[config.mk]
export PLATFORM = sky130hd
export DESIGN_NAME = pfs_port_e_mux
export DESIGN_NICKNAME = d
export VERILOG_FILES = /design/src/pfs_pkg.sv /design/src/pfs_port_e_mux.sv
export SDC_FILE = /design/constraint.sdc
export NUM_CORES = 1
export LEC_CHECK = 0
export BUFFER_PORTS_ARGS = -buffer_cell sky130_fd_sc_hd__buf_2
export CAP_MARGIN = 5
export CELL_PAD_IN_SITES_DETAIL_PLACEMENT = 1
export CELL_PAD_IN_SITES_GLOBAL_PLACEMENT = 1
export CORE_MARGIN = 5
export CORE_UTILIZATION = 35
export CTS_CLUSTER_DIAMETER = 60
export CTS_CLUSTER_SIZE = 14
export DETAILED_ROUTE_END_ITERATION = 7
export PLACE_DENSITY = 0.89
export SYNTH_ARGS = -nofsm -noshare
export SYNTH_HDL_FRONTEND = slang
export SYNTH_SLANG_ARGS = --single-unit
[constraint.sdc]
create_clock -name mclk -period 1.7 [get_ports mclk]
set_input_delay 0.17 -clock mclk [delete_from_list [all_inputs] [get_ports mclk]]
set_output_delay 0.17 -clock mclk [all_outputs]
set_load 0.01 [all_outputs]
[src/pfs_pkg.sv]
// Package for the port E low-half pin function select block.
// Assumes a 32-bit Avalon-MM register bus, one word per register.
package pfs_pkg;
  // Register byte addresses
  localparam logic [3:0] ADDR_DIR = 4'h0;
  localparam logic [3:0] ADDR_SEL_LO = 4'h4;
  localparam logic [3:0] ADDR_SEL_HI = 4'h8;
  localparam logic [3:0] ADDR_PIN_IN = 4'hc;
  // Reset values
  localparam logic [15:0] RST_DIR = 16'h0000;
  localparam logic [15:0] RST_SEL = 16'h0000;
  // Function code field layout
  localparam int FIELD_W = 3;
  localparam int FIELD_STRIDE = 4;
  localparam logic [15:0] SEL_WMASK = 16'h7777;
  // Function codes
  localparam logic [2:0] FN_PORT = 3'h0;
  localparam logic [2:0] FN_TX = 3'h2;
  localparam logic [2:0] FN_RX = 3'h3;
  // Field positions of the serial pins
  localparam int TX_PIN = 5;
  localparam int RX_PIN = 11;
  localparam int TX_FIELD_LSB = 4;
  localparam int RX_FIELD_LSB = 12;

  typedef struct packed {
    logic [15:0] out_data;
    logic [15:0] out_en;
  } pfs_drive_s;
endpackage

[src/pfs_port_e_mux.sv]
// Pin function select for port E pins 5 and 11, direction control for pins 0..15.
// Assumes pins sit outside the clock domain; pin inputs are synchronised.
//
// Local design decisions: the register offsets and the Avalon-MM interface to the registers.
`timescale 1ns/100ps
module pfs_port_e_mux
(
  // Clock and reset
  input wire logic mclk,
  input wire logic reset,
  // Avalon-MM slave
  input wire logic [3:0] address,
  input wire logic read,
  input wire logic write,
  input wire logic [31:0] writedata,
  output logic [31:0] readdata,
  output logic waitrequest,
  // Port data register, set by other logic on mclk
  input wire logic [15:0] port_out_data,
  output logic [15:0] port_in_data,
  // Serial interface
  input wire logic serial_transmit_line,
  output logic serial_receive_line,
  // Pins
  input wire logic [15:0] pin_in,
  output logic [15:0] pin_out,
  output logic [15:0] pin_oe
);
  //////////////////////////////////////////////////////////////////////////////
  logic [15:0] port_e_direction_low;
  logic [15:0] port_e_function_select_pins_4_to_7;
  logic [15:0] port_e_function_select_pins_8_to_11;
  logic [15:0] pin_meta;
  logic [15:0] pin_sync;
  logic [2:0] pin5_function_code;
  logic [2:0] pin11_function_code;
  logic tx_sel;
  logic rx_sel;
  logic rd_done;
  pfs_pkg::pfs_drive_s drive;

  // Pulls one 3-bit code out of a select register
  function automatic logic [2:0] field_code(input logic [15:0] sel, input int lsb);
    return sel[lsb +: pfs_pkg::FIELD_W];
  endfunction

  // Registers sit in the low half of each bus word
  function automatic logic [31:0] bus_word(input logic [15:0] value);
    return {16'h0000, value};
  endfunction

  assign pin5_function_code =
    field_code(port_e_function_select_pins_4_to_7, pfs_pkg::TX_FIELD_LSB);
  assign pin11_function_code =
    field_code(port_e_function_select_pins_8_to_11, pfs_pkg::RX_FIELD_LSB);

  //////////////////////////////////////////////////////////////////////////////
  // Register writes; select writes store only code bits so gap bits stay zero
  always_ff @(posedge mclk)
  begin
    if (reset)
    begin
      port_e_direction_low <= pfs_pkg::RST_DIR;
      port_e_function_select_pins_4_to_7 <= pfs_pkg::RST_SEL;
      port_e_function_select_pins_8_to_11 <= pfs_pkg::RST_SEL;
    end
    else if (write)
    begin
      case (address)
        pfs_pkg::ADDR_DIR: port_e_direction_low <= writedata[15:0];
        pfs_pkg::ADDR_SEL_LO:
          port_e_function_select_pins_4_to_7 <= writedata[15:0] & pfs_pkg::SEL_WMASK;
        pfs_pkg::ADDR_SEL_HI:
          port_e_function_select_pins_8_to_11 <= writedata[15:0] & pfs_pkg::SEL_WMASK;
        default: ;
      endcase
    end
  end

  // Reads take one wait cycle so readdata comes from a flip-flop
  always_ff @(posedge mclk)
  begin
    if (reset)
    begin
      rd_done <= 1'b0;
      readdata <= 32'h0000_0000;
    end
    else
    begin
      rd_done <= read && !rd_done;
      if (read && !rd_done)
      begin
        case (address)
          pfs_pkg::ADDR_DIR: readdata <= bus_word(port_e_direction_low);
          pfs_pkg::ADDR_SEL_LO: readdata <= bus_word(port_e_function_select_pins_4_to_7);
          pfs_pkg::ADDR_SEL_HI: readdata <= bus_word(port_e_function_select_pins_8_to_11);
          pfs_pkg::ADDR_PIN_IN: readdata <= bus_word(pin_sync);
          default: readdata <= 32'h0000_0000;
        endcase
      end
    end
  end

  assign waitrequest = read && !rd_done;

  //////////////////////////////////////////////////////////////////////////////
  // Two-flop synchroniser on the pins
  always_ff @(posedge mclk)
  begin
    if (reset)
    begin
      pin_meta <= 16'h0000;
      pin_sync <= 16'h0000;
    end
    else
    begin
      pin_meta <= pin_in;
      pin_sync <= pin_meta;
    end
  end

  // Codes other than the serial ones fall back to the port
  assign tx_sel = (pin5_function_code == pfs_pkg::FN_TX);
  // Receive pin is only honoured as input, so software must clear its direction
  assign rx_sel = (pin11_function_code == pfs_pkg::FN_RX)
                  && !port_e_direction_low[pfs_pkg::RX_PIN];

  always_comb
  begin
    drive.out_data = port_out_data;
    drive.out_en = port_e_direction_low;
    if (tx_sel)
    begin
      drive.out_data[pfs_pkg::TX_PIN] = serial_transmit_line;
      drive.out_en[pfs_pkg::TX_PIN] = port_e_direction_low[pfs_pkg::TX_PIN];
    end
    if (rx_sel)
      drive.out_en[pfs_pkg::RX_PIN] = 1'b0;
  end

  assign pin_out = drive.out_data;
  assign pin_oe = drive.out_en;
  assign port_in_data = pin_sync;
  // Idle high when not routed, so the serial receiver sees a marking line
  assign serial_receive_line = rx_sel ? pin_sync[pfs_pkg::RX_PIN] : 1'b1;

  //////////////////////////////////////////////////////////////////////////////
  // Pin side, plus the select gap bits
  AST_DIR_OE: assert property (@(posedge mclk) disable iff (reset)
    !(tx_sel || rx_sel) |-> pin_oe == port_e_direction_low)
    else $error("pin enable differs from direction");
  AST_TX_OE: assert property (@(posedge mclk) disable iff (reset)
    tx_sel |-> pin_oe[pfs_pkg::TX_PIN] == port_e_direction_low[pfs_pkg::TX_PIN])
    else $error("transmit pin enable differs from direction");
  AST_RX_INPUT: assert property (@(posedge mclk) disable iff (reset)
    rx_sel |-> !pin_oe[pfs_pkg::RX_PIN])
    else $error("receive pin driven");
  AST_RX_HELD_OFF: assert property (@(posedge mclk) disable iff (reset)
    (pin11_function_code == pfs_pkg::FN_RX && port_e_direction_low[pfs_pkg::RX_PIN])
    |-> serial_receive_line && pin_oe[pfs_pkg::RX_PIN])
    else $error("receive routed while pin is an output");
  AST_GAP_ZERO: assert property (@(posedge mclk) disable iff (reset)
    ((port_e_function_select_pins_4_to_7 | port_e_function_select_pins_8_to_11)
     & ~pfs_pkg::SEL_WMASK) == 16'h0000)
    else $error("reserved select bit set");
  AST_PORT_DATA: assert property (@(posedge mclk) disable iff (reset)
    !tx_sel |-> pin_out == port_out_data)
    else $error("port data not on pins");
  AST_PIN_SYNC: assert property (@(posedge mclk) disable iff (reset)
    (!$past(reset) && !$past(reset, 2)) |-> port_in_data == $past(pin_in, 2))
    else $error("pin level not passed through two stages");
  AST_TX_ROUTE: assert property (@(posedge mclk) disable iff (reset)
    pin5_function_code == pfs_pkg::FN_TX |-> pin_out[pfs_pkg::TX_PIN] == serial_transmit_line)
    else $error("transmit not routed");
  AST_RX_ROUTE: assert property (@(posedge mclk) disable iff (reset)
    (pin11_function_code == pfs_pkg::FN_RX && !port_e_direction_low[pfs_pkg::RX_PIN])
    |-> serial_receive_line == pin_sync[pfs_pkg::RX_PIN])
    else $error("receive not routed");
  AST_RX_IDLE: assert property (@(posedge mclk) disable iff (reset)
    pin11_function_code != pfs_pkg::FN_RX |-> serial_receive_line)
    else $error("receive not idle");
  AST_TX_IDLE_PORT: assert property (@(posedge mclk) disable iff (reset)
    pin5_function_code != pfs_pkg::FN_TX
    |-> pin_out[pfs_pkg::TX_PIN] == port_out_data[pfs_pkg::TX_PIN])
    else $error("undefined transmit code left the port");
  // Reset is sampled directly so the first edge sees no history
  AST_RESET_CLEAR: assert property (@(posedge mclk)
    reset |=> port_e_direction_low == pfs_pkg::RST_DIR && pin_oe == 16'h0000)
    else $error("reset did not clear");
  AST_RESET_READ: assert property (@(posedge mclk)
    reset |=> readdata == 32'h0000_0000
    && port_e_function_select_pins_4_to_7 == pfs_pkg::RST_SEL
    && port_e_function_select_pins_8_to_11 == pfs_pkg::RST_SEL)
    else $error("reset left a select or read value");

  // Register bus
  AST_WRITE_DIR: assert property (@(posedge mclk) disable iff (reset)
    write && address == pfs_pkg::ADDR_DIR
    |=> port_e_direction_low == $past(writedata[15:0]))
    else $error("direction write lost");
  AST_WRITE_SEL_LO: assert property (@(posedge mclk) disable iff (reset)
    write && address == pfs_pkg::ADDR_SEL_LO
    |=> port_e_function_select_pins_4_to_7 == ($past(writedata[15:0]) & pfs_pkg::SEL_WMASK))
    else $error("low select write lost");
  AST_WRITE_SEL_HI: assert property (@(posedge mclk) disable iff (reset)
    write && address == pfs_pkg::ADDR_SEL_HI
    |=> port_e_function_select_pins_8_to_11 == ($past(writedata[15:0]) & pfs_pkg::SEL_WMASK))
    else $error("high select write lost");
  AST_READ_DIR: assert property (@(posedge mclk) disable iff (reset)
    read && waitrequest && address == pfs_pkg::ADDR_DIR
    |=> readdata == bus_word($past(port_e_direction_low)))
    else $error("direction read wrong");
  AST_READ_SEL: assert property (@(posedge mclk) disable iff (reset)
    read && waitrequest && address == pfs_pkg::ADDR_SEL_LO
    |=> readdata == bus_word($past(port_e_function_select_pins_4_to_7)))
    else $error("select read wrong");
  AST_READ_PINS: assert property (@(posedge mclk) disable iff (reset)
    read && waitrequest && address == pfs_pkg::ADDR_PIN_IN
    |=> readdata == bus_word($past(pin_sync)))
    else $error("pin level read wrong");
endmodule // pfs_port_e_mux

Word-level counts from Yosys, hierarchy flattened
Cells that the tools add are included.
{"block": "totals", "elab_cells": 24, "register_bits": 105, "output_inout_bits": 82, "in_bits": 73}
{"block": "op_classes", "mux": 4, "reduce_logical": 8, "eq_ne": 5}
{"operator": "$pmux W16 S4", "count": 1}
{"operator": "$eq A4 B4 Y1 const B", "count": 2}
{"operator": "$eq A3 B2 Y1 const B", "count": 2}
{"operator": "$reduce_and A2 Y1", "count": 3}
{"operator": "$eq A4 B3 Y1 const B", "count": 1}
{"operator": "$logic_not A4 Y1", "count": 1}
{"operator": "$mux W1", "count": 3}
{"operator": "$logic_and A1 B1 Y1", "count": 2}
{"operator": "$logic_not A1 Y1", "count": 2}

Logic depth before layout (Yosys ltp)
Gate-level depths: netlist of the first run.
{"block": "logic_depth", "depth_word": 3, "ltp_mapped": 5}

Worst setup path before layout of the first run
OpenSTA, ideal clock, no wires.
{"block": "synth_timing", "path_kind": "register to register", "startpoint": "register rd_done", "endpoint": "register readdata[10]", "n_path_buf": 1, "t_required_ns": 1.641, "period_less_slack_ns": 1.216, "setup_ns": 0.059, "path_stages_with_launch": 5, "arrival_time_ns": 1.157, "setup_slack_ns": 0.484, "cell_sequence": "dfxtp_1 > nand2b_2 > nor4_1 > buf_2 > a22o_1"}
{"block": "synth_via", "elab_chain_cells": 2}
{"item": "start: declaration", "line": "pfs_port_e_mux.sv:39", "text": "logic rd_done;"}
{"item": "start signal: assignment", "line": "pfs_port_e_mux.sv:90", "text": "rd_done <= read && !rd_done;"}
{"item": "$logic_not A1 Y1", "line": "pfs_port_e_mux.sv:91", "text": "if (read && !rd_done)"}
{"item": "$logic_and A1 B1 Y1", "line": "pfs_port_e_mux.sv:91"}
{"item": "end signal: assignment", "line": "pfs_port_e_mux.sv:94", "text": "pfs_pkg::ADDR_DIR: readdata <= bus_word(port_e_direction_low);"}
{"item": "end signal: assignment", "line": "pfs_port_e_mux.sv:95", "text": "pfs_pkg::ADDR_SEL_LO: readdata <= bus_word(port_e_function_select_pins_4_to_7);"}
{"item": "end signal: assignment", "line": "pfs_port_e_mux.sv:96", "text": "pfs_pkg::ADDR_SEL_HI: readdata <= bus_word(port_e_function_select_pins_8_to_11);"}
{"item": "end: declaration", "line": "pfs_port_e_mux.sv:16", "text": "output logic [31:0] readdata,"}
Every way passes these cells.
A chain may end at the register's enable or synchronous reset.

Worst setup path after layout of the first run
{"block": "layout_timing", "startpoint": "register port_e_function_select_pins_4_to_7[5]", "endpoint": "output port pin_out[5]"}
{"block": "layout_via", "elab_chain_cells": 2}
{"item": "start: declaration", "line": "pfs_port_e_mux.sv:31", "text": "logic [15:0] port_e_function_select_pins_4_to_7;"}
{"item": "start signal: assignment", "line": "pfs_port_e_mux.sv:64", "text": "port_e_function_select_pins_4_to_7 <= pfs_pkg::RST_SEL;"}
{"item": "start signal: assignment", "line": "pfs_port_e_mux.sv:72", "text": "port_e_function_select_pins_4_to_7 <= writedata[15:0] & pfs_pkg::SEL_WMASK;"}
{"item": "$eq A3 B2 Y1", "line": "pfs_port_e_mux.sv:123", "text": "assign tx_sel = (pin5_function_code == pfs_pkg::FN_TX);"}
{"item": "$mux W1", "line": "pfs_port_e_mux.sv:132", "text": "if (tx_sel)"}
{"item": "end: declaration", "line": "pfs_port_e_mux.sv:26", "text": "output logic [15:0] pin_out,"}
Every way passes these cells.

==> results of run 1 <==
-- per-stage QoR --
step / power, mW / utilization / instance area (µm²) / hold WS [ns] / std cells
final: 4.096 / 0.4142 / 4295 / 0.02560 / 598
after global routing: 4.288 / 0.4142 / 4295 / 0.01169 / 598
after CTS: 4.153 / 0.4135 / 4288 / 0.005118 / 598
after detailed placement: 2.556 / 0.3925 / 4070 / 0.3401 / 583
after global placement: 2.540 / 0.3925 / 4070 / 0.3401 / 583
after floorplan: 2.471 / - / 3806 / 0.2982 / 425
-- routing by layer --
| layer | track usage | vias to the layer above | share of wire |
|---|---|---|---|
| met5 | 0 | - | 0 |
| met4 | 0.05048 | 0 | 0.014 |
| met3 | 0.04775 | 13 | 0.064 |
| met2 | 0.2913 | 92 | 0.53 |
| met1 | 0.1754 | 1502 | 0.39 |
| li1 | - | 1463 | - |
-- how the worst min path moves through the flow --
stage                   endpoint  slack (ns)  depth (start not counted)
floorplan            pin_meta[0]        0.30                          1
global placement      pin_out[4]        0.34                          0
detailed placement    pin_out[4]        0.34                          0
CTS                 pin_meta[15]       0.005                          2
global route        pin_meta[12]        0.01                          2
finish              pin_meta[13]        0.03                          2
-- worst max-delay path: stages (launching register included) --
cell,delay [ns]
dfxtp_1,0.38
nor3b_2,0.19
mux2_2,0.34
buf_2,0.14
-- layout make-up --
class,count,area [µm²],area share
clock buffers,11,141.4,0.03292
multi-input cells,255,1549,0.3606
flip-flops and latches,89,1782,0.4148
well taps,136,170.2,0.03962
clock inverters,4,76.32,0.01777
repair buffers,102,573.1,0.1334
inverters,1,3.754,0.0008739
-- cell usage in the layout (no fill, tap or decap) --
master and count:
inv_6 1, buf_2 92, a22o_1 12, or4_1 1, nand3_1 40, bufinv_16 2
or2_1 1, clkbuf_1 1, or3_1 1, a21oi_1 44, dfxtp_1 89, o21ai_1 40
clkinvlp_4 1, nor2_2 2, or3b_1 2, buf_4 7, clkbuf_8 10, o21ai_0 4
nor4b_1 1, mux2i_1 24, nand2_1 5, nor2_1 1, inv_2 1, nand2b_2 1
nor3b_2 1, and2b_1 2, buf_12 3, and3_1 4, nor3b_1 4, o22ai_1 12
nand2b_1 2, nor3b_4 1, mux2_2 1, conb_1 16, nor2b_1 32, nor4_2 1
-- what timing repair did --
item	CTS	global route
endpoints found under the setup margin	0	9
hold buffers	0	0
resized for setup	0	2
-- kinds of logic (layout without fill, tap and decap cells) --
logic type	Yosys count	count (layout)
AO/OA/AOI/OAI	112	112
other	1	16
flip-flops	89	89
multiplexers	25	25
AND/OR/NAND/NOR	102	102
buffers and inverters	81	118
-- power groups by stage --
stage | registers (mW) | clock network (mW) | logic (mW)
after detailed placement | 2.21 | 0 | 0.350
after CTS | 2.16 | 1.64 | 0.352
final | 2.16 | 1.59 | 0.351
after global routing | 2.16 | 1.74 | 0.383
after global placement | 2.20 | 0 | 0.337
after floorplan | 2.20 | 0 | 0.268
-- flip-flops by register name, indices dropped and copies added (netlist names) --
register / cells
pin_meta: 16
port_e_direction_low: 16
port_in_data: 16
readdata: 16
port_e_function_select_pins_4_to_7: 12
port_e_function_select_pins_8_to_11: 12
rd_done: 1
==> impl_metrics.yaml, run 1 <==
synth:
  synth_commonest_cells: "dfxtp_1, buf_4, a21oi_1, nand3_1, o21ai_1"
  yosysTopAreaCell: "dfxtp_1"
  syn_inst: 410
  synthAdderAreaFrac: 0
  synth_edf_count: 0
  synthXorXnorAreaFrac: 0
  synth-warning-count: 0
  synth_cell_types: 31
  syn_area_um2: 3750
  async_reset_ff_frac: 0
  synth_top_family_by_area: "compound AO/OA/AOI/OAI gates"
  yosysMostFrequentCell: "dfxtp_1"
  yosys-top-cells-area: "dfxtp_1, buf_4, mux2i_1, a21oi_1, nand3_1"
  synth_seq_cells: 89
  synthSimpleGateAreaFrac: 0.1592
  synth_ff_type: "dfxtp_1"
  syn_avg_cell_area_um2: 9.146
  synth_compound_area_frac: 0.1655
  synth_top_area_frac: 0.4751
  seq_area_frac_synth: 0.4751
  synthMuxAreaShare: 0.06707
timing:
  rsz0062_at_grt: "false"
  fin_skew_ns: 0.009514
  max_slew_margin: 0.5434
  layout_setup_ws_ns: 0.1289
  drv_slew: 0
  setup_viol_count_final: 0
  max_freq_ghz: 0.6365
  worstMarginPinSlew_ns: 0.6849
  fin_crit_sh: 0.9241
  finalHoldViolations: 0
  finalSetupTns_ns: 0
  post-route-min-period_ns: 1.571
placed_design:
  dp_hpwl_um: 7749
  portBuffers: 92
  place.gp.congestion: 0.8321
  post-place-ws_ns: 0.07942
drt:
  drtIter0Drc: 135
  num_vias: 3070
  avgRoutedWirePerCell_um: 17.22
  ant_nets: 0
  vias_per_cell: 5.134
  routed_wl_um: 10300
  post-route-drc-count: 0
  first_pass_iters: 4
run_status:
  outcome: "complete, no violations"
pwr:
  power_switching_uw: 967.1
  clock_power_share: 0.388
  combPwrFrac: 0.086
  swShare: 0.2361
  power_leakage_nw: 1.786
  power_frac_seq: 0.526
  p_int_mw: 3.129
  ir_drop_uv: 444.3
  power.density_nw_per_um2: 953.6
setup_path:
  r2r-end: "readdata[8]"
  crit_end: "pin_out[5]"
  critical_path_class: "reg2out"
  startpoint_type: "flip-flop"
  worstSetupStartpoint: "port_e_function_select_pins_4_to_7[5]"
  worst-r2r-setup-slack_ns: 0.36
  cp.arrival_ns: 1.40
  r2r-start: "rd_done"
  endpoint_kind: "output port"
  reg2reg_depth: 4
  crit_path_max_fanout: 3
  critPathRequiredTime_ns: 1.53
run:
  max-cap-violations: 0
cts:
  clock-root-buffer: "clkbuf_8"
  clockBufferDepth: 2
  clock_sinks: 89
  path_clk_slew_ns: 0.09
  worstSkewPairLatency_ns: 0.35
  post-cts-setup-buffer-count: 0
  h-tree-depth: 3
  cts_tree: "built"
  numCtsBuffers: 9
grt:
  grt_overflow: 0
  grt_max_degree: 41
  grt_pass1_wl_um: 16150
  grt_pass1_vias: 3244
  antenna_found_initial: 0
  grt_usage: 0.1592
finish:
  nFillCells: 1251
  nNetsFinal: 531
  drive_gt1_frac: 0.2684
  antennaDiodeCount: 0
  syn_to_final_growth_pct: 14.55
die:
  fp.dieH_um: 113.5
  num_rows: 37
  core_area_um2: 10370
  io_pins: 155
  die-area_um2: 12880
  start_util: 0.3616
  die_w_um: 113.5
min_path:
  hold_path_class: "in2reg"
  min_from: "pin_in[13]"
Note: power is estimated with default switching activity, not from simulation.
==> run 2, diff against run 1 <==
==> config.mk (replaced) <==
export PLATFORM = sky130hd
export DESIGN_NAME = pfs_port_e_mux
export DESIGN_NICKNAME = d
export VERILOG_FILES = /design/src/pfs_pkg.sv /design/src/pfs_port_e_mux.sv
export SDC_FILE = /design/constraint.sdc
export NUM_CORES = 1
export LEC_CHECK = 0
export BUFFER_PORTS_ARGS = -buffer_cell sky130_fd_sc_hd__buf_2
export CAP_MARGIN = 5
export CORE_MARGIN = 2
export CORE_UTILIZATION = 45
export CTS_CLUSTER_DIAMETER = 60
export CTS_CLUSTER_SIZE = 14
export DETAILED_ROUTE_END_ITERATION = 7
export PLACE_DENSITY = 0.85
export SYNTH_ARGS = -nofsm -noshare
export SYNTH_HDL_FRONTEND = slang
export SYNTH_SLANG_ARGS = --single-unit
==> constraint.sdc (replaced) <==
create_clock -name mclk -period 1.7 [get_ports mclk]
set_input_delay 0.17 -clock mclk [delete_from_list [all_inputs] [get_ports mclk]]
set_output_delay 0.17 -clock mclk [all_outputs]
set_load 0.1 [all_outputs]
==> run 2 against run 1 <==
Against the previous run: cell count fell by 5.0%; sequential power about the same; core utilization rose by 10 points; cell area shrank 1.7%; clock skew increased by 0.0079 ns; maximum frequency shrank 4.7%; die area decreased by 30%; register-to-register slack barely moved; largest cell class unchanged; largest power group unchanged.
==> impl_metrics.yaml, run 2 (synthesis results as in run 1) <==
grt:
  grt_pass1_vias: 2736
  antenna_found_initial: 0
  grt_pass1_wl_um: 13340
  grt_max_degree: 45
  grt_overflow: 0
  grt_usage: 0.1933
finish:
  nNetsFinal: 531
  instances_no_fill: 568
  fin_area_um2: 4223
  syn_to_final_growth_pct: 12.61
  antennaDiodeCount: 0
  layout_commonest_cell: "buf_2"
  drive_gt1_frac: 0.2743
  most-common-layout-cells: "buf_2, dfxtp_1, a21oi_1"
  fin_util: 0.5192
die:
  core_area_um2: 8134
  fp.dieH_um: 95.29
  die_w_um: 95.29
  io_pins: 155
  num_rows: 33
  start_util: 0.4610
  die-area_um2: 9079
cts:
  cts_tree: "built"
  numCtsBuffers: 9
  clockBufferDepth: 2
  worstSkewPairLatency_ns: 0.36
  clock_sinks: 89
  clock-root-buffer: "clkbuf_8"
  post-cts-setup-buffer-count: 0
  h-tree-depth: 3
  path_clk_slew_ns: 0.09
timing:
  max_freq_ghz: 0.6068
  setup_viol_count_final: 0
  drv_slew: 0
  fin_skew_ns: 0.01740
  hold_slack_ns: 0.02671
  post-route-min-period_ns: 1.648
  rsz0062_at_grt: "false"
  fin_crit_sh: 0.9694
  finalSetupTns_ns: 0
  worstMarginPinSlew_ns: 0.6856
  finalHoldViolations: 0
  max_slew_margin: 0.5429
placed_design:
  dpl_cell_area_um2: 4023
  dp.cells: 552
  portBuffers: 92
  dp_hpwl_um: 6128
  place.gp.congestion: 0.8630
drt:
  vias_per_cell: 5.350
  post-route-drc-count: 0
  first_pass_iters: 5
  ant_nets: 0
  drtIter0Drc: 312
  num_vias: 3039
  avgRoutedWirePerCell_um: 15.58
  routed_wl_um: 8852
setup_path:
  r2r-start: "rd_done"
  worstSetupStartpoint: "port_e_function_select_pins_8_to_11[13]"
  cp.arrival_ns: 1.48
  endpoint_kind: "output port"
  startpoint_type: "flip-flop"
  critPathRequiredTime_ns: 1.53
  worst-r2r-setup-slack_ns: 0.36
  critical_path_class: "reg2out"
  crit_path_max_fanout: 3
pwr:
  power_switching_mw: 1.332
  combPwrFrac: 0.155
  power.density_nw_per_um2: 982.9
  swShare: 0.3209
  clock_power_share: 0.325
  ir_drop_uv: 462.0
  p_int_mw: 2.818
  power_frac_seq: 0.520
  power_leakage_nw: 1.768
run:
  max-cap-violations: 0
run_status:
  outcome: "complete, no violations"
min_path:
  min_from: "pin_in[14]"
  hold_path_class: "in2reg"
[run 2: changes by cell type in the layout (fill, tap and decap cells not counted), sizes merged]
cell | previous run | this run
bufinv | 2 | 0
clkinvlp | 1 | 3
clkbuf | 11 | 9
inv | 2 | 5
[run 2: metal layers]
layer,vias up,global-route usage,wire (µm)
li1,1461,-,-
met1,1414,0.2556,3860
met2,146,0.2946,4108
met3,18,0.03794,685
met4,0,0.1099,197
met5,-,0,0
[run 2: what timing repair did]
| item | in CTS | in global routing |
|---|---|---|
| hold buffers | 0 | 0 |
| gates resized for setup | 3 | 2 |
| setup endpoints to repair | 2 | 2 |
[run 2: critical path, stage by stage (launching register included)]
cell	delay (ns)
dfxtp_1	0.37
nand2_1	0.10
or4_4	0.42
buf_4	0.25
[run 2: per-stage QoR]
step	worst slack (ns)	total power [mW]
floorplan	0.09467	2.901
global placement	0.1601	2.832
detailed placement	0.1199	2.842
CTS	0.02690	4.174
global route	0.01536	4.300
finish	0.05201	4.150
[run 2: power groups by stage]
| stage | Clock, mW | Sequential (mW) | Combinational (mW) |
|---|---|---|---|
| finish | 1.35 | 2.16 | 0.644 |
| global route | 1.46 | 2.16 | 0.674 |
| global placement | 0 | 2.20 | 0.629 |
| detailed placement | 0 | 2.20 | 0.637 |
| floorplan | 0 | 2.31 | 0.591 |
| CTS | 1.38 | 2.16 | 0.640 |
[run 2: worst paths after layout]
| kind | endpoint | cells past startpoint |
|---|---|---|
| setup / recovery | serial_receive_line | 3 |
| hold / removal | pin_meta[14] | 2 |
| setup reg to reg | readdata[1] | 4 |
| hold reg to reg | port_in_data[2] | 1 |
[run 2: area by class of cell]
cell class                 instances  area (µm²)
clock buffer                       9       123.9
clock inverter                     7       60.06
fill                             738        3911
inverter                           1       3.754
multi-input combinational        255        1553
sequential                        89        1782
tap                              105       131.4
timing repair buffer             102       569.3
